**src/hw/flash_wp_pkg.sv**
```systemverilog
/*
 * Shared constants and carrier types of the flash write-protection gate:
 * register offsets, field positions, reset values, command codes and structs.
 * Assumes a command decoder in front of the gate that hands over one decoded
 * flash command at a time, and an APB master that reaches the registers.
 */
package flash_wp_pkg;

   // Geometry of the array and of the protection table, APB address width and counter width.
   localparam int ADDR_W    = 24;
   localparam int SECTOR_W  = 12;
   localparam int BP_W      = 4;
   localparam int N_CODES   = 16;
   localparam int PADDR_W   = 12;
   localparam int CNT_W     = 16;

   // Register byte offsets.
   localparam logic [PADDR_W-1:0] OFS_STATUS     = 12'h000;
   localparam logic [PADDR_W-1:0] OFS_DISCARDS   = 12'h004;
   localparam logic [PADDR_W-1:0] OFS_PINS       = 12'h008;
   localparam logic [PADDR_W-1:0] OFS_RANGE_BASE = 12'h040;
   localparam logic [PADDR_W-1:0] OFS_RANGE_LAST = 12'h07c;

   // Field positions of a range word and of the pin word.
   localparam int RANGE_EN_POS = 31;
   localparam int RANGE_HI_LSB = 16;
   localparam int RANGE_LO_LSB = 0;
   localparam int PIN_WP_POS   = 0;
   localparam int PIN_LOCK_POS = 1;

   // Reset values.
   localparam logic [7:0]  STATUS_RST = 8'h00;
   localparam logic [24:0] RANGE_RST  = 25'h0000000;

   // Decoded flash commands seen by the gate.
   typedef enum logic [2:0] {
      CMD_NONE,
      CMD_SET_LATCH,
      CMD_CLEAR_LATCH,
      CMD_WRITE_STATUS,
      CMD_PROGRAM,
      CMD_ERASE,
      CMD_CHIP_ERASE
   } cmd_op_t;

   // Status byte, most significant bit first.
   typedef struct packed {
      logic            status_lock_bit;
      logic            quad_io_enable_bit;
      logic [BP_W-1:0] block_protect_bits;
      logic            write_enable_latch;
      logic            reserved;
   } status_t;

   // One entry of the protection table, in sector units.
   typedef struct packed {
      logic                en;
      logic [SECTOR_W-1:0] hi;
      logic [SECTOR_W-1:0] lo;
   } range_entry_t;

   typedef range_entry_t [N_CODES-1:0] range_table_t;

   // Command handed over by the decoder.
   typedef struct packed {
      logic              valid;
      cmd_op_t           op;
      logic [ADDR_W-1:0] addr;
      logic [7:0]        data;
   } cmd_req_t;

   // Command passed on to the array engine.
   typedef struct packed {
      logic              valid;
      cmd_op_t           op;
      logic [ADDR_W-1:0] addr;
   } exec_t;

endpackage : flash_wp_pkg

```
**src/hw/flash_wp_range_lookup.sv**
```systemverilog
/*
 * Combinational lookup that tells whether an address, or the whole array,
 * falls inside the region that the current block protect code selects.
 * Assumes the table is held in flip-flops by the instantiating module.
 */
`timescale 1ns/1ns
`default_nettype none

module flash_wp_range_lookup #(
   parameter int ADDR_W   = flash_wp_pkg::ADDR_W,
   parameter int SECTOR_W = flash_wp_pkg::SECTOR_W
) (
   input  wire flash_wp_pkg::range_table_t        ranges_i,
   input  wire logic [flash_wp_pkg::BP_W-1:0]     code_i,
   input  wire logic [ADDR_W-1:0]                 addr_i,
   input  wire logic                              whole_i,
   output logic                                   hit_o
);

   flash_wp_pkg::range_entry_t entry;
   logic [SECTOR_W-1:0]        sector;

   // Code zero leaves the array open; a whole-array erase is blocked by any
   // other code, even one whose table entry is disabled and protects nothing.
   always_comb begin
      entry  = ranges_i[code_i];
      sector = addr_i[ADDR_W-1 -: SECTOR_W];
      if (code_i == '0) begin
         hit_o = 1'b0;
      end else if (whole_i) begin
         hit_o = 1'b1;
      end else begin
         hit_o = entry.en && (sector >= entry.lo) && (sector <= entry.hi);
      end
   end

endmodule : flash_wp_range_lookup

`default_nettype wire

```
**src/hw/flash_wp_gate.sv**
```systemverilog
/*
 * Write-protection gate of a serial flash: keeps the status byte and the
 * write enable latch, filters program, erase and status writes, and offers
 * the protection table and discard counter to software over APB (zero wait states).
 * Assumes commands arrive decoded, one per valid cycle, synchronous to clk_i,
 * and that the write-protect pin level is already synchronous to clk_i.
 */
// Added by the designer: the register offsets and register access over APB.
`timescale 1ns/1ns
`default_nettype none

module flash_wp_gate #(
   parameter int CNT_W = flash_wp_pkg::CNT_W
) (
   input  wire logic                                 clk_i,
   input  wire logic                                 rst_n_i,
   // APB slave.
   input  wire logic                                 psel_i,
   input  wire logic                                 penable_i,
   input  wire logic                                 pwrite_i,
   input  wire logic [flash_wp_pkg::PADDR_W-1:0]     paddr_i,
   input  wire logic [31:0]                          pwdata_i,
   output logic [31:0]                               prdata_o,
   output logic                                      pready_o,
   output logic                                      pslverr_o,
   // Pin and command side.
   input  wire logic                                 wp_n_i,
   input  wire flash_wp_pkg::cmd_req_t               cmd_i,
   output flash_wp_pkg::exec_t                       exec_o,
   output logic                                      refuse_o,
   output flash_wp_pkg::status_t                     status_o
);

   // Whole state of the gate in one record.
   typedef struct packed {
      flash_wp_pkg::status_t      status;
      flash_wp_pkg::range_table_t ranges;
      logic [CNT_W-1:0]           discards;
      flash_wp_pkg::exec_t        exec;
      logic                       refuse;
      logic [31:0]                rdata;
      logic                       slverr;
   } state_t;

   state_t state_reg;
   state_t state_next;

   logic   prot_hit;
   logic   status_locked;
   logic   apb_setup;
   logic   apb_write;
   logic   is_write_op;
   logic   is_array_op;

   // True for an aligned offset inside the protection table window.
   function automatic logic is_range(input logic [flash_wp_pkg::PADDR_W-1:0] a);
      return (a >= flash_wp_pkg::OFS_RANGE_BASE) && (a <= flash_wp_pkg::OFS_RANGE_LAST) && (a[1:0] == 2'h0);
   endfunction : is_range

   // True for any offset that the map answers.
   function automatic logic is_mapped(input logic [flash_wp_pkg::PADDR_W-1:0] a);
      return (a == flash_wp_pkg::OFS_STATUS) || (a == flash_wp_pkg::OFS_DISCARDS) ||
             (a == flash_wp_pkg::OFS_PINS) || is_range(a);
   endfunction : is_mapped

   // Packs a table entry into its register word.
   function automatic logic [31:0] range_word(input flash_wp_pkg::range_entry_t e);
      logic [31:0] w;
      w = 32'h0000_0000;
      w[flash_wp_pkg::RANGE_EN_POS] = e.en;
      w[flash_wp_pkg::RANGE_HI_LSB +: flash_wp_pkg::SECTOR_W] = e.hi;
      w[flash_wp_pkg::RANGE_LO_LSB +: flash_wp_pkg::SECTOR_W] = e.lo;
      return w;
   endfunction : range_word

   // Qualifiers shared by the next-state logic and the checks below.
   assign apb_setup     = psel_i && !penable_i;
   assign apb_write     = psel_i && penable_i && pwrite_i;
   assign status_locked = state_reg.status.status_lock_bit && !wp_n_i;
   assign is_array_op   = (cmd_i.op == flash_wp_pkg::CMD_PROGRAM) || (cmd_i.op == flash_wp_pkg::CMD_ERASE) ||
                          (cmd_i.op == flash_wp_pkg::CMD_CHIP_ERASE);
   assign is_write_op   = is_array_op || (cmd_i.op == flash_wp_pkg::CMD_WRITE_STATUS);

   // Address check against the region of the current protect code.
   flash_wp_range_lookup #(
      .ADDR_W   (flash_wp_pkg::ADDR_W),
      .SECTOR_W (flash_wp_pkg::SECTOR_W)
   ) u_lookup (
      .ranges_i (state_reg.ranges),
      .code_i   (state_reg.status.block_protect_bits),
      .addr_i   (cmd_i.addr),
      .whole_i  (cmd_i.op == flash_wp_pkg::CMD_CHIP_ERASE),
      .hit_o    (prot_hit)
   );

   // Next state: APB side first, then the command filter.  A refused command
   // counted in the same cycle as a software clear of the counter still
   // counts, so the counter then reads one.
   always_comb begin
      logic                    refuse;
      logic                    clear_cnt;
      flash_wp_pkg::status_t   wr;
      refuse     = 1'b0;
      clear_cnt  = 1'b0;
      wr         = flash_wp_pkg::status_t'(cmd_i.data);
      state_next = state_reg;
      state_next.exec.valid = 1'b0;
      state_next.refuse     = 1'b0;

      // Read data is captured in the setup cycle so that it comes from a
      // flip-flop while pready is already high in the access cycle.
      if (apb_setup) begin
         state_next.slverr = !is_mapped(paddr_i);
         state_next.rdata  = 32'h0000_0000;
         if (!pwrite_i) begin
            if (paddr_i == flash_wp_pkg::OFS_STATUS) begin
               state_next.rdata[7:0] = state_reg.status;
            end else if (paddr_i == flash_wp_pkg::OFS_DISCARDS) begin
               state_next.rdata[CNT_W-1:0] = state_reg.discards;
            end else if (paddr_i == flash_wp_pkg::OFS_PINS) begin
               state_next.rdata[flash_wp_pkg::PIN_WP_POS]   = wp_n_i;
               state_next.rdata[flash_wp_pkg::PIN_LOCK_POS] = status_locked;
            end else if (is_range(paddr_i)) begin
               state_next.rdata = range_word(state_reg.ranges[paddr_i[5:2]]);
            end
         end
      end

      // Writes take effect in the access cycle; status and pins are read-only.
      if (apb_write) begin
         if (is_range(paddr_i)) begin
            state_next.ranges[paddr_i[5:2]].en = pwdata_i[flash_wp_pkg::RANGE_EN_POS];
            state_next.ranges[paddr_i[5:2]].hi = pwdata_i[flash_wp_pkg::RANGE_HI_LSB +: flash_wp_pkg::SECTOR_W];
            state_next.ranges[paddr_i[5:2]].lo = pwdata_i[flash_wp_pkg::RANGE_LO_LSB +: flash_wp_pkg::SECTOR_W];
         end
         if (paddr_i == flash_wp_pkg::OFS_DISCARDS) begin
            clear_cnt = 1'b1;
         end
      end

      // Command filter.
      if (cmd_i.valid) begin
         unique case (cmd_i.op)
            flash_wp_pkg::CMD_SET_LATCH: begin
               state_next.status.write_enable_latch = 1'b1;
            end
            flash_wp_pkg::CMD_CLEAR_LATCH: begin
               state_next.status.write_enable_latch = 1'b0;
            end
            flash_wp_pkg::CMD_WRITE_STATUS: begin
               if (!state_reg.status.write_enable_latch) begin
                  refuse = 1'b1;
               end else if (status_locked) begin
                  refuse = 1'b1;
                  state_next.status.write_enable_latch = 1'b0;
               end else begin
                  state_next.status.status_lock_bit    = wr.status_lock_bit;
                  state_next.status.quad_io_enable_bit = wr.quad_io_enable_bit;
                  state_next.status.block_protect_bits = wr.block_protect_bits;
                  state_next.status.write_enable_latch = 1'b0;
               end
            end
            flash_wp_pkg::CMD_PROGRAM, flash_wp_pkg::CMD_ERASE, flash_wp_pkg::CMD_CHIP_ERASE: begin
               if (!state_reg.status.write_enable_latch) begin
                  refuse = 1'b1;
               end else if (prot_hit) begin
                  refuse = 1'b1;
                  state_next.status.write_enable_latch = 1'b0;
               end else begin
                  state_next.exec.valid = 1'b1;
                  state_next.exec.op    = cmd_i.op;
                  state_next.exec.addr  = cmd_i.addr;
                  state_next.status.write_enable_latch = 1'b0;
               end
            end
            default: begin
               state_next.status = state_reg.status;
            end
         endcase
      end

      // Discard counter saturates rather than wrapping, so a flood of
      // refused commands never makes it look quiet again.
      if (clear_cnt) begin
         state_next.discards = '0;
      end
      if (refuse && (state_next.discards != '1)) begin
         state_next.discards = state_next.discards + CNT_W'(1);
      end
      state_next.refuse = refuse;
   end

   // State register.
   always_ff @(posedge clk_i or negedge rst_n_i) begin
      if (!rst_n_i) begin
         state_reg.status   <= flash_wp_pkg::STATUS_RST;
         state_reg.ranges   <= {flash_wp_pkg::N_CODES{flash_wp_pkg::RANGE_RST}};
         state_reg.discards <= '0;
         state_reg.exec     <= '0;
         state_reg.refuse   <= 1'b0;
         state_reg.rdata    <= 32'h0000_0000;
         state_reg.slverr   <= 1'b0;
      end else begin
         state_reg <= state_next;
      end
   end

   // Outputs; the bus never inserts wait states.
   assign pready_o  = 1'b1;
   assign pslverr_o = psel_i && penable_i && state_reg.slverr;
   assign prdata_o  = state_reg.rdata;
   assign exec_o    = state_reg.exec;
   assign refuse_o  = state_reg.refuse;
   assign status_o  = state_reg.status;

   // Helper for the table check: table index of the current bus address.
   logic [3:0] wr_idx;
   assign wr_idx = paddr_i[5:2];
endmodule : flash_wp_gate

`default_nettype wire

```
**config.mk**
```make
export PLATFORM = sky130hd
export DESIGN_NAME = flash_wp_gate
export DESIGN_NICKNAME = d
export VERILOG_FILES = /design/src/hw/flash_wp_pkg.sv /design/src/hw/flash_wp_range_lookup.sv /design/src/hw/flash_wp_gate.sv
export SDC_FILE = /design/constraint.sdc
export NUM_CORES = 1
export LEC_CHECK = 0
export BUFFER_PORTS_ARGS = -buffer_cell sky130_fd_sc_hd__buf_2
export CAP_MARGIN = 0
export CORE_ASPECT_RATIO = 0.8
export CORE_UTILIZATION = 53
export CTS_BUF_LIST = sky130_fd_sc_hd__clkbuf_2 sky130_fd_sc_hd__clkbuf_4 sky130_fd_sc_hd__clkbuf_8
export DETAILED_ROUTE_END_ITERATION = 6
export PLACE_DENSITY = 0.79
export REMOVE_ABC_BUFFERS = 1
export SETUP_SLACK_MARGIN = 0.4
export SYNTH_ARGS = -nofsm -noshare
export SYNTH_HDL_FRONTEND = slang
export SYNTH_HIERARCHICAL = 1
export SYNTH_SLANG_ARGS = --single-unit
```
**constraint.sdc**
```tcl
create_clock -name clk_i -period 4.3 [get_ports clk_i]
set_input_delay 0.43 -clock clk_i [delete_from_list [all_inputs] [get_ports clk_i]]
set_output_delay 0.43 -clock clk_i [all_outputs]
set_load 0.005 [all_outputs]
```
# Word level (Yosys, flattened, before mapping)
# Index checks and enable logic that the tools add are counted.
# totals
regBits	485
in_bits	86
output_inout_bits	71
wordCells	143
# classes
n_addsub	1
magnitude_cmp	7
n_eq_ne	9
n_mux	38
n_bitwise	2
n_reduce_logical	27
# ops
operator	n
$bwmux 400	3
$demux 25 s4	3
$bmux 25 s4	2
$mux 28	4
$mux 25	3
$mux 16	4
$mux 32	2
$mux 24	2
$mux 30	1
$add 16x1->16 const B	1
$ne 16x16->1 const B	1
$eq 12x3->1 const B	1
$eq 12x4->1 const B	1
$ge 12x12->1	1
$ge 12x7->1 const B	1
$le 12x12->1	1
$le 12x7->1 const B	1
$logic_not 12->1	1
$mux 12	1
$logic_and 1x1->1	11
$lt 4x5->1 const B	2
$eq 3x3->1 const B	3
$mux 1	9
$mux 8	1
16 further kinds	24

# Depth between registers and ports, before layout
# logic_depth
word_depth	13
ltp_mapped	18
depth_no_buf	16

# Hierarchy
# The synthesis kept the hierarchy.
# modules_own_cells
module	instances	cells_per_inst	area_per_inst_um2	seq_area_each_um2
flash_wp_gate	1	1502	22405.2	12061.6
flash_wp_range_lookup	1	238	3589.7	0.0

# Worst setup path after synthesis
# Ideal clock, no wire load.
# synth_path
path_kind	register -> register
startpoint	register state_reg (netlist bit status_o[3])
endpoint	register state_reg (netlist bit exec_o[10])
setup_ns	0.125
t_arrival_ns	3.950
required_time_ns	4.175
slack_ns	0.225
path_stages_with_launch	16
n_path_buf	3
period_less_slack_ns	4.075
path_cell_list	dfrtp_1 clkbuf_1 clkbuf_1 mux4_2 mux4_2 inv_1 ha_1 a21o_1 a21o_1 a21oi_1 o21ai_0 a31oi_1 nor2_1 nor3_2 buf_2 mux2_2
# synth_via
elab_chain_cells	9
elab_cells_between_ends	11
cone_classes	order compare: 2; mux: 4; bitwise: 1; reduce/logical: 4
# synth_rtl
element	line_no	rtl
start, declared	flash_wp_gate.sv:45	state_t state_reg;
start signal, assigned	flash_wp_gate.sv:204	state_reg <= state_next;
$bmux 25 s4	flash_wp_range_lookup.sv:26	entry = ranges_i[code_i];
$mux 25 (not written as such)	flash_wp_range_lookup.sv:26	
$ge 12x12->1	flash_wp_range_lookup.sv:33	hit_o = entry.en && (sector >= entry.lo) && (sector <= entry.hi);
$logic_and 1x1->1 (2 in a row)	flash_wp_range_lookup.sv:33	
$mux 1	flash_wp_range_lookup.sv:30	end else if (whole_i) begin
$mux 1 (*)	flash_wp_range_lookup.sv:28	if (code_i == '0) begin
named net prot_hit	flash_wp_gate.sv:48	logic prot_hit;
$not 1->1 (no line) (*)	n/a	
$reduce_and 4->1 (no line) (*)	n/a	
# The timed path passes the listed nets; every way through them passes the cells marked *. The select of a mux whose other input is x is not followed.
# A chain may end at the register's enable or synchronous reset.

==> impl_metrics.env <==
export IMPL_run_status="finished with violations"
export IMPL_failed_checks="negative setup slack"
export IMPL_worstHoldStart="cmd_i[15]"
export IMPL_rr_endpoint="state_reg[68]"
export IMPL_fin_util=0.6214
export IMPL_synth_cell_types=65
export IMPL_synth_seq_area_share=0.4640
export IMPL_vdd_drop_max_uv=238.7
export IMPL_drtPass1Iterations=7
export IMPL_postSynthAreaPerCell_sq_um=14.94
export IMPL_fp_dieH_um=200.1
export IMPL_drt_wl_total_um=72290
export IMPL_p_per_area_nw_per_um2=375.8
export IMPL_stdcell_count=2568
export IMPL_path_clk_slew_ns=0.07
export IMPL_layout_min_cycle_time_ns=4.376
export IMPL_place_gp_congestion=0.9013
export IMPL_max_slew_margin=0.2247
export IMPL_drc=0
export IMPL_fin_tns_setup_ns=-0.1952
export IMPL_area_growth_pct=15.63
export IMPL_postSynthCellCount=1740
export IMPL_finalCritPeriodShare=1.018
export IMPL_rsz0062_at_grt="true"
export IMPL_cts_tree="yes"
export IMPL_drive_gt1_frac=0.4830
export IMPL_die_x_um=249.6
export IMPL_num_rows=72
export IMPL_largest_reg_flops=417
export IMPL_critical_path_startpoint="status_o[2]"
export IMPL_min_to="exec_o[7]"
export IMPL_cts_sinks=482
export IMPL_finClkSkew_ns=0.04060
export IMPL_drv_slew=0
export IMPL_crit_fanout=5
export IMPL_hold_viol=0
export IMPL_ys_top_cells_by_count="dfrtp_1, mux4_2, mux2_2"
export IMPL_synth_seq_cells=482
export IMPL_hold_path_class="in2reg"
export IMPL_routedWlPerCell_um=28.15
export IMPL_drt_iter0_markers=1902
export IMPL_h_tree_depth=3
export IMPL_setup_viol=8
export IMPL_cts_buffers=78
export IMPL_reg2reg_from="status_o[2]"
export IMPL_rrSetupSlack_ns=-0.08
export IMPL_yosys_area_top_type="dfrtp_1"
export IMPL_critical_path_arrival_ns=4.87
export IMPL_cp_start_kind="register"
export IMPL_synth_most_common_cell="dfrtp_1"
export IMPL_required_ns=4.80
export IMPL_grt_pass1_vias=17880
export IMPL_placed_cells=2386
export IMPL_grt_ovfl_total=0
export IMPL_worstSetupPathType="reg2reg"
export IMPL_portBuffers=142
export IMPL_start_util=0.5373
export IMPL_worst_pin_slew_ns=1.159
export IMPL_critPathMaxStageDelay_ns=0.56
export IMPL_cts_buffer_depth=3
export IMPL_critPathTopFamily="multiplexers"
export IMPL_hold_depth=2
export IMPL_core_sq_um=48380
export IMPL_grt_pass1_wl_um=110100
export IMPL_fin_ws_ns=-0.07631
export IMPL_crit_buf_inv=6
export IMPL_synth_edf_count=0
export IMPL_dieArea_sq_um=49940
export IMPL_path_cells="buf_12 > buf_12 > mux4_2 > mux4_2 > inv_2 > ha_4 > a21oi_2 > o21a_1 > o211ai_1 > o21ai_1 > buf_4 > a31oi_4 > nor2_4 > nand2b_4 > nand4_1 > buf_4 > a2111oi_4 > buf_4 > xnor2_2 > nor2_1"
export IMPL_critPathSlowestCell="mux4_2"
export IMPL_netlist_area_sq_um=25990
export IMPL_crit_top_cell="buf_4"
export IMPL_clockRootBuffer="clkbuf_8"
export IMPL_ys_warn_count=6
export IMPL_ant_nets=0
export IMPL_max_cap_violations=0
export IMPL_insertion_delay_ns=0.67
export IMPL_p_leak_nw=14.23
export IMPL_ioPinCount=157
export IMPL_synth_area_leaders="dfrtp_1, mux4_2, mux2_2, mux2_1, buf_4"
export IMPL_grt_use_total=0.2956
export IMPL_max_freq_mhz=228.5
export IMPL_worstSetupPathDepth=20
export IMPL_antenna_found_initial=4
export IMPL_ys_async_sr_fraction=1.000
export IMPL_endpoint_kind="register"
export IMPL_yosys_area_top_type_share=0.4640
export IMPL_synth_ff_type="dfrtp_1"
export IMPL_dr_total_vias=17270
export IMPL_fin_nets=1991
export IMPL_hpwl_um=44040
export IMPL_vias_per_cell=6.725
export IMPL_grt_max_degree=113
export IMPL_reg2reg_depth=20
[logic make-up (layout without fill, tap and decap cells)]
family,Yosys count,in the layout,share of synthesized area
muxes,663,663,0.3850
other,2,6,0.0002889
AOI/OAI and AO/OA,157,157,0.04284
and+or+nand+nor,162,162,0.04173
adders and majority gates,25,25,0.01203
xor gates and xnor gates,2,2,0.0006740
DFF,482,482,0.4640
buffers and inverters,247,442,0.05343
[placed cells by master (no fill, tap or decap), drive strengths merged, types with 14 or more instances in the layout]
master / Yosys / layout
nand4: 24 / 24
a22oi: 46 / 46
ha: 25 / 25
buf: 152 / 253
a21oi: 38 / 38
dfrtp: 482 / 482
dlygate4sd3: 0 / 15
mux2: 435 / 435
nand2: 55 / 55
a22o: 18 / 18
clkbuf: 60 / 124
mux4: 223 / 223
inv: 35 / 35
nor3: 14 / 14
[repair_timing]
item,in CTS,in global routing
cloned,5,0
hold buffers,15,0
setup buffers,20,3
hold endpoints to repair,121,0
setup endpoints to repair,44,45
pin swaps,38,11
gates resized for setup,109,19
[through the flow]
stage	power (mW)	instance area, sq um	hold slack, ns	worst slack (ns)
2_1_floorplan	5.623	24750	0.1344	-3.504
3_3_place_gp	6.390	27160	0.4470	-0.2379
3_5_place_dp	6.439	27160	0.4577	-0.3176
4_1_cts	11.28	29940	0.004298	0.07929
5_1_grt	11.66	30060	0.01513	-0.1707
6_report	11.30	30060	0.03182	-0.07631
[power by group]
part           internal, mW  switching, mW  total (mW)
Sequential             4.69          0.180        4.87
Combinational         0.873          0.939        1.81
Clock                  2.71           1.91        4.62
[worst max path at each step]
| stage | end | slack [ns] |
|---|---|---|
| 3_3_place_gp | state_reg[73] | -0.24 |
| 2_1_floorplan | exec_o[0] | -3.50 |
| 4_1_cts | state_reg[68] | 0.08 |
| 3_5_place_dp | state_reg[73] | -0.32 |
| 6_report | state_reg[68] | -0.08 |
| 5_1_grt | state_reg[68] | -0.17 |
[metal layers]
| layer | up-vias | wire length, um | track usage |
|---|---|---|---|
| met5 | - | 44 | 0 |
| met4 | 6 | 2758 | 0.1143 |
| met3 | 209 | 6836 | 0.06613 |
| met2 | 943 | 33800 | 0.4621 |
| met1 | 9170 | 28850 | 0.4081 |
| li1 | 6942 | - | - |
[area by class of cell]
| cell class | count | area [sq um] |
|---|---|---|
| tap | 629 | 787.0 |
| fill | 3355 | 18320 |
| clock inverter | 14 | 232.7 |
| antenna | 1 | 2.502 |
| clock buffer | 124 | 1594 |
| inverter | 35 | 136.4 |
| sequential | 482 | 12070 |
| multi-input combinational | 1014 | 13030 |
| timing repair buffer | 269 | 2205 |
No activity file was read; power rests on OpenSTA's default activity.
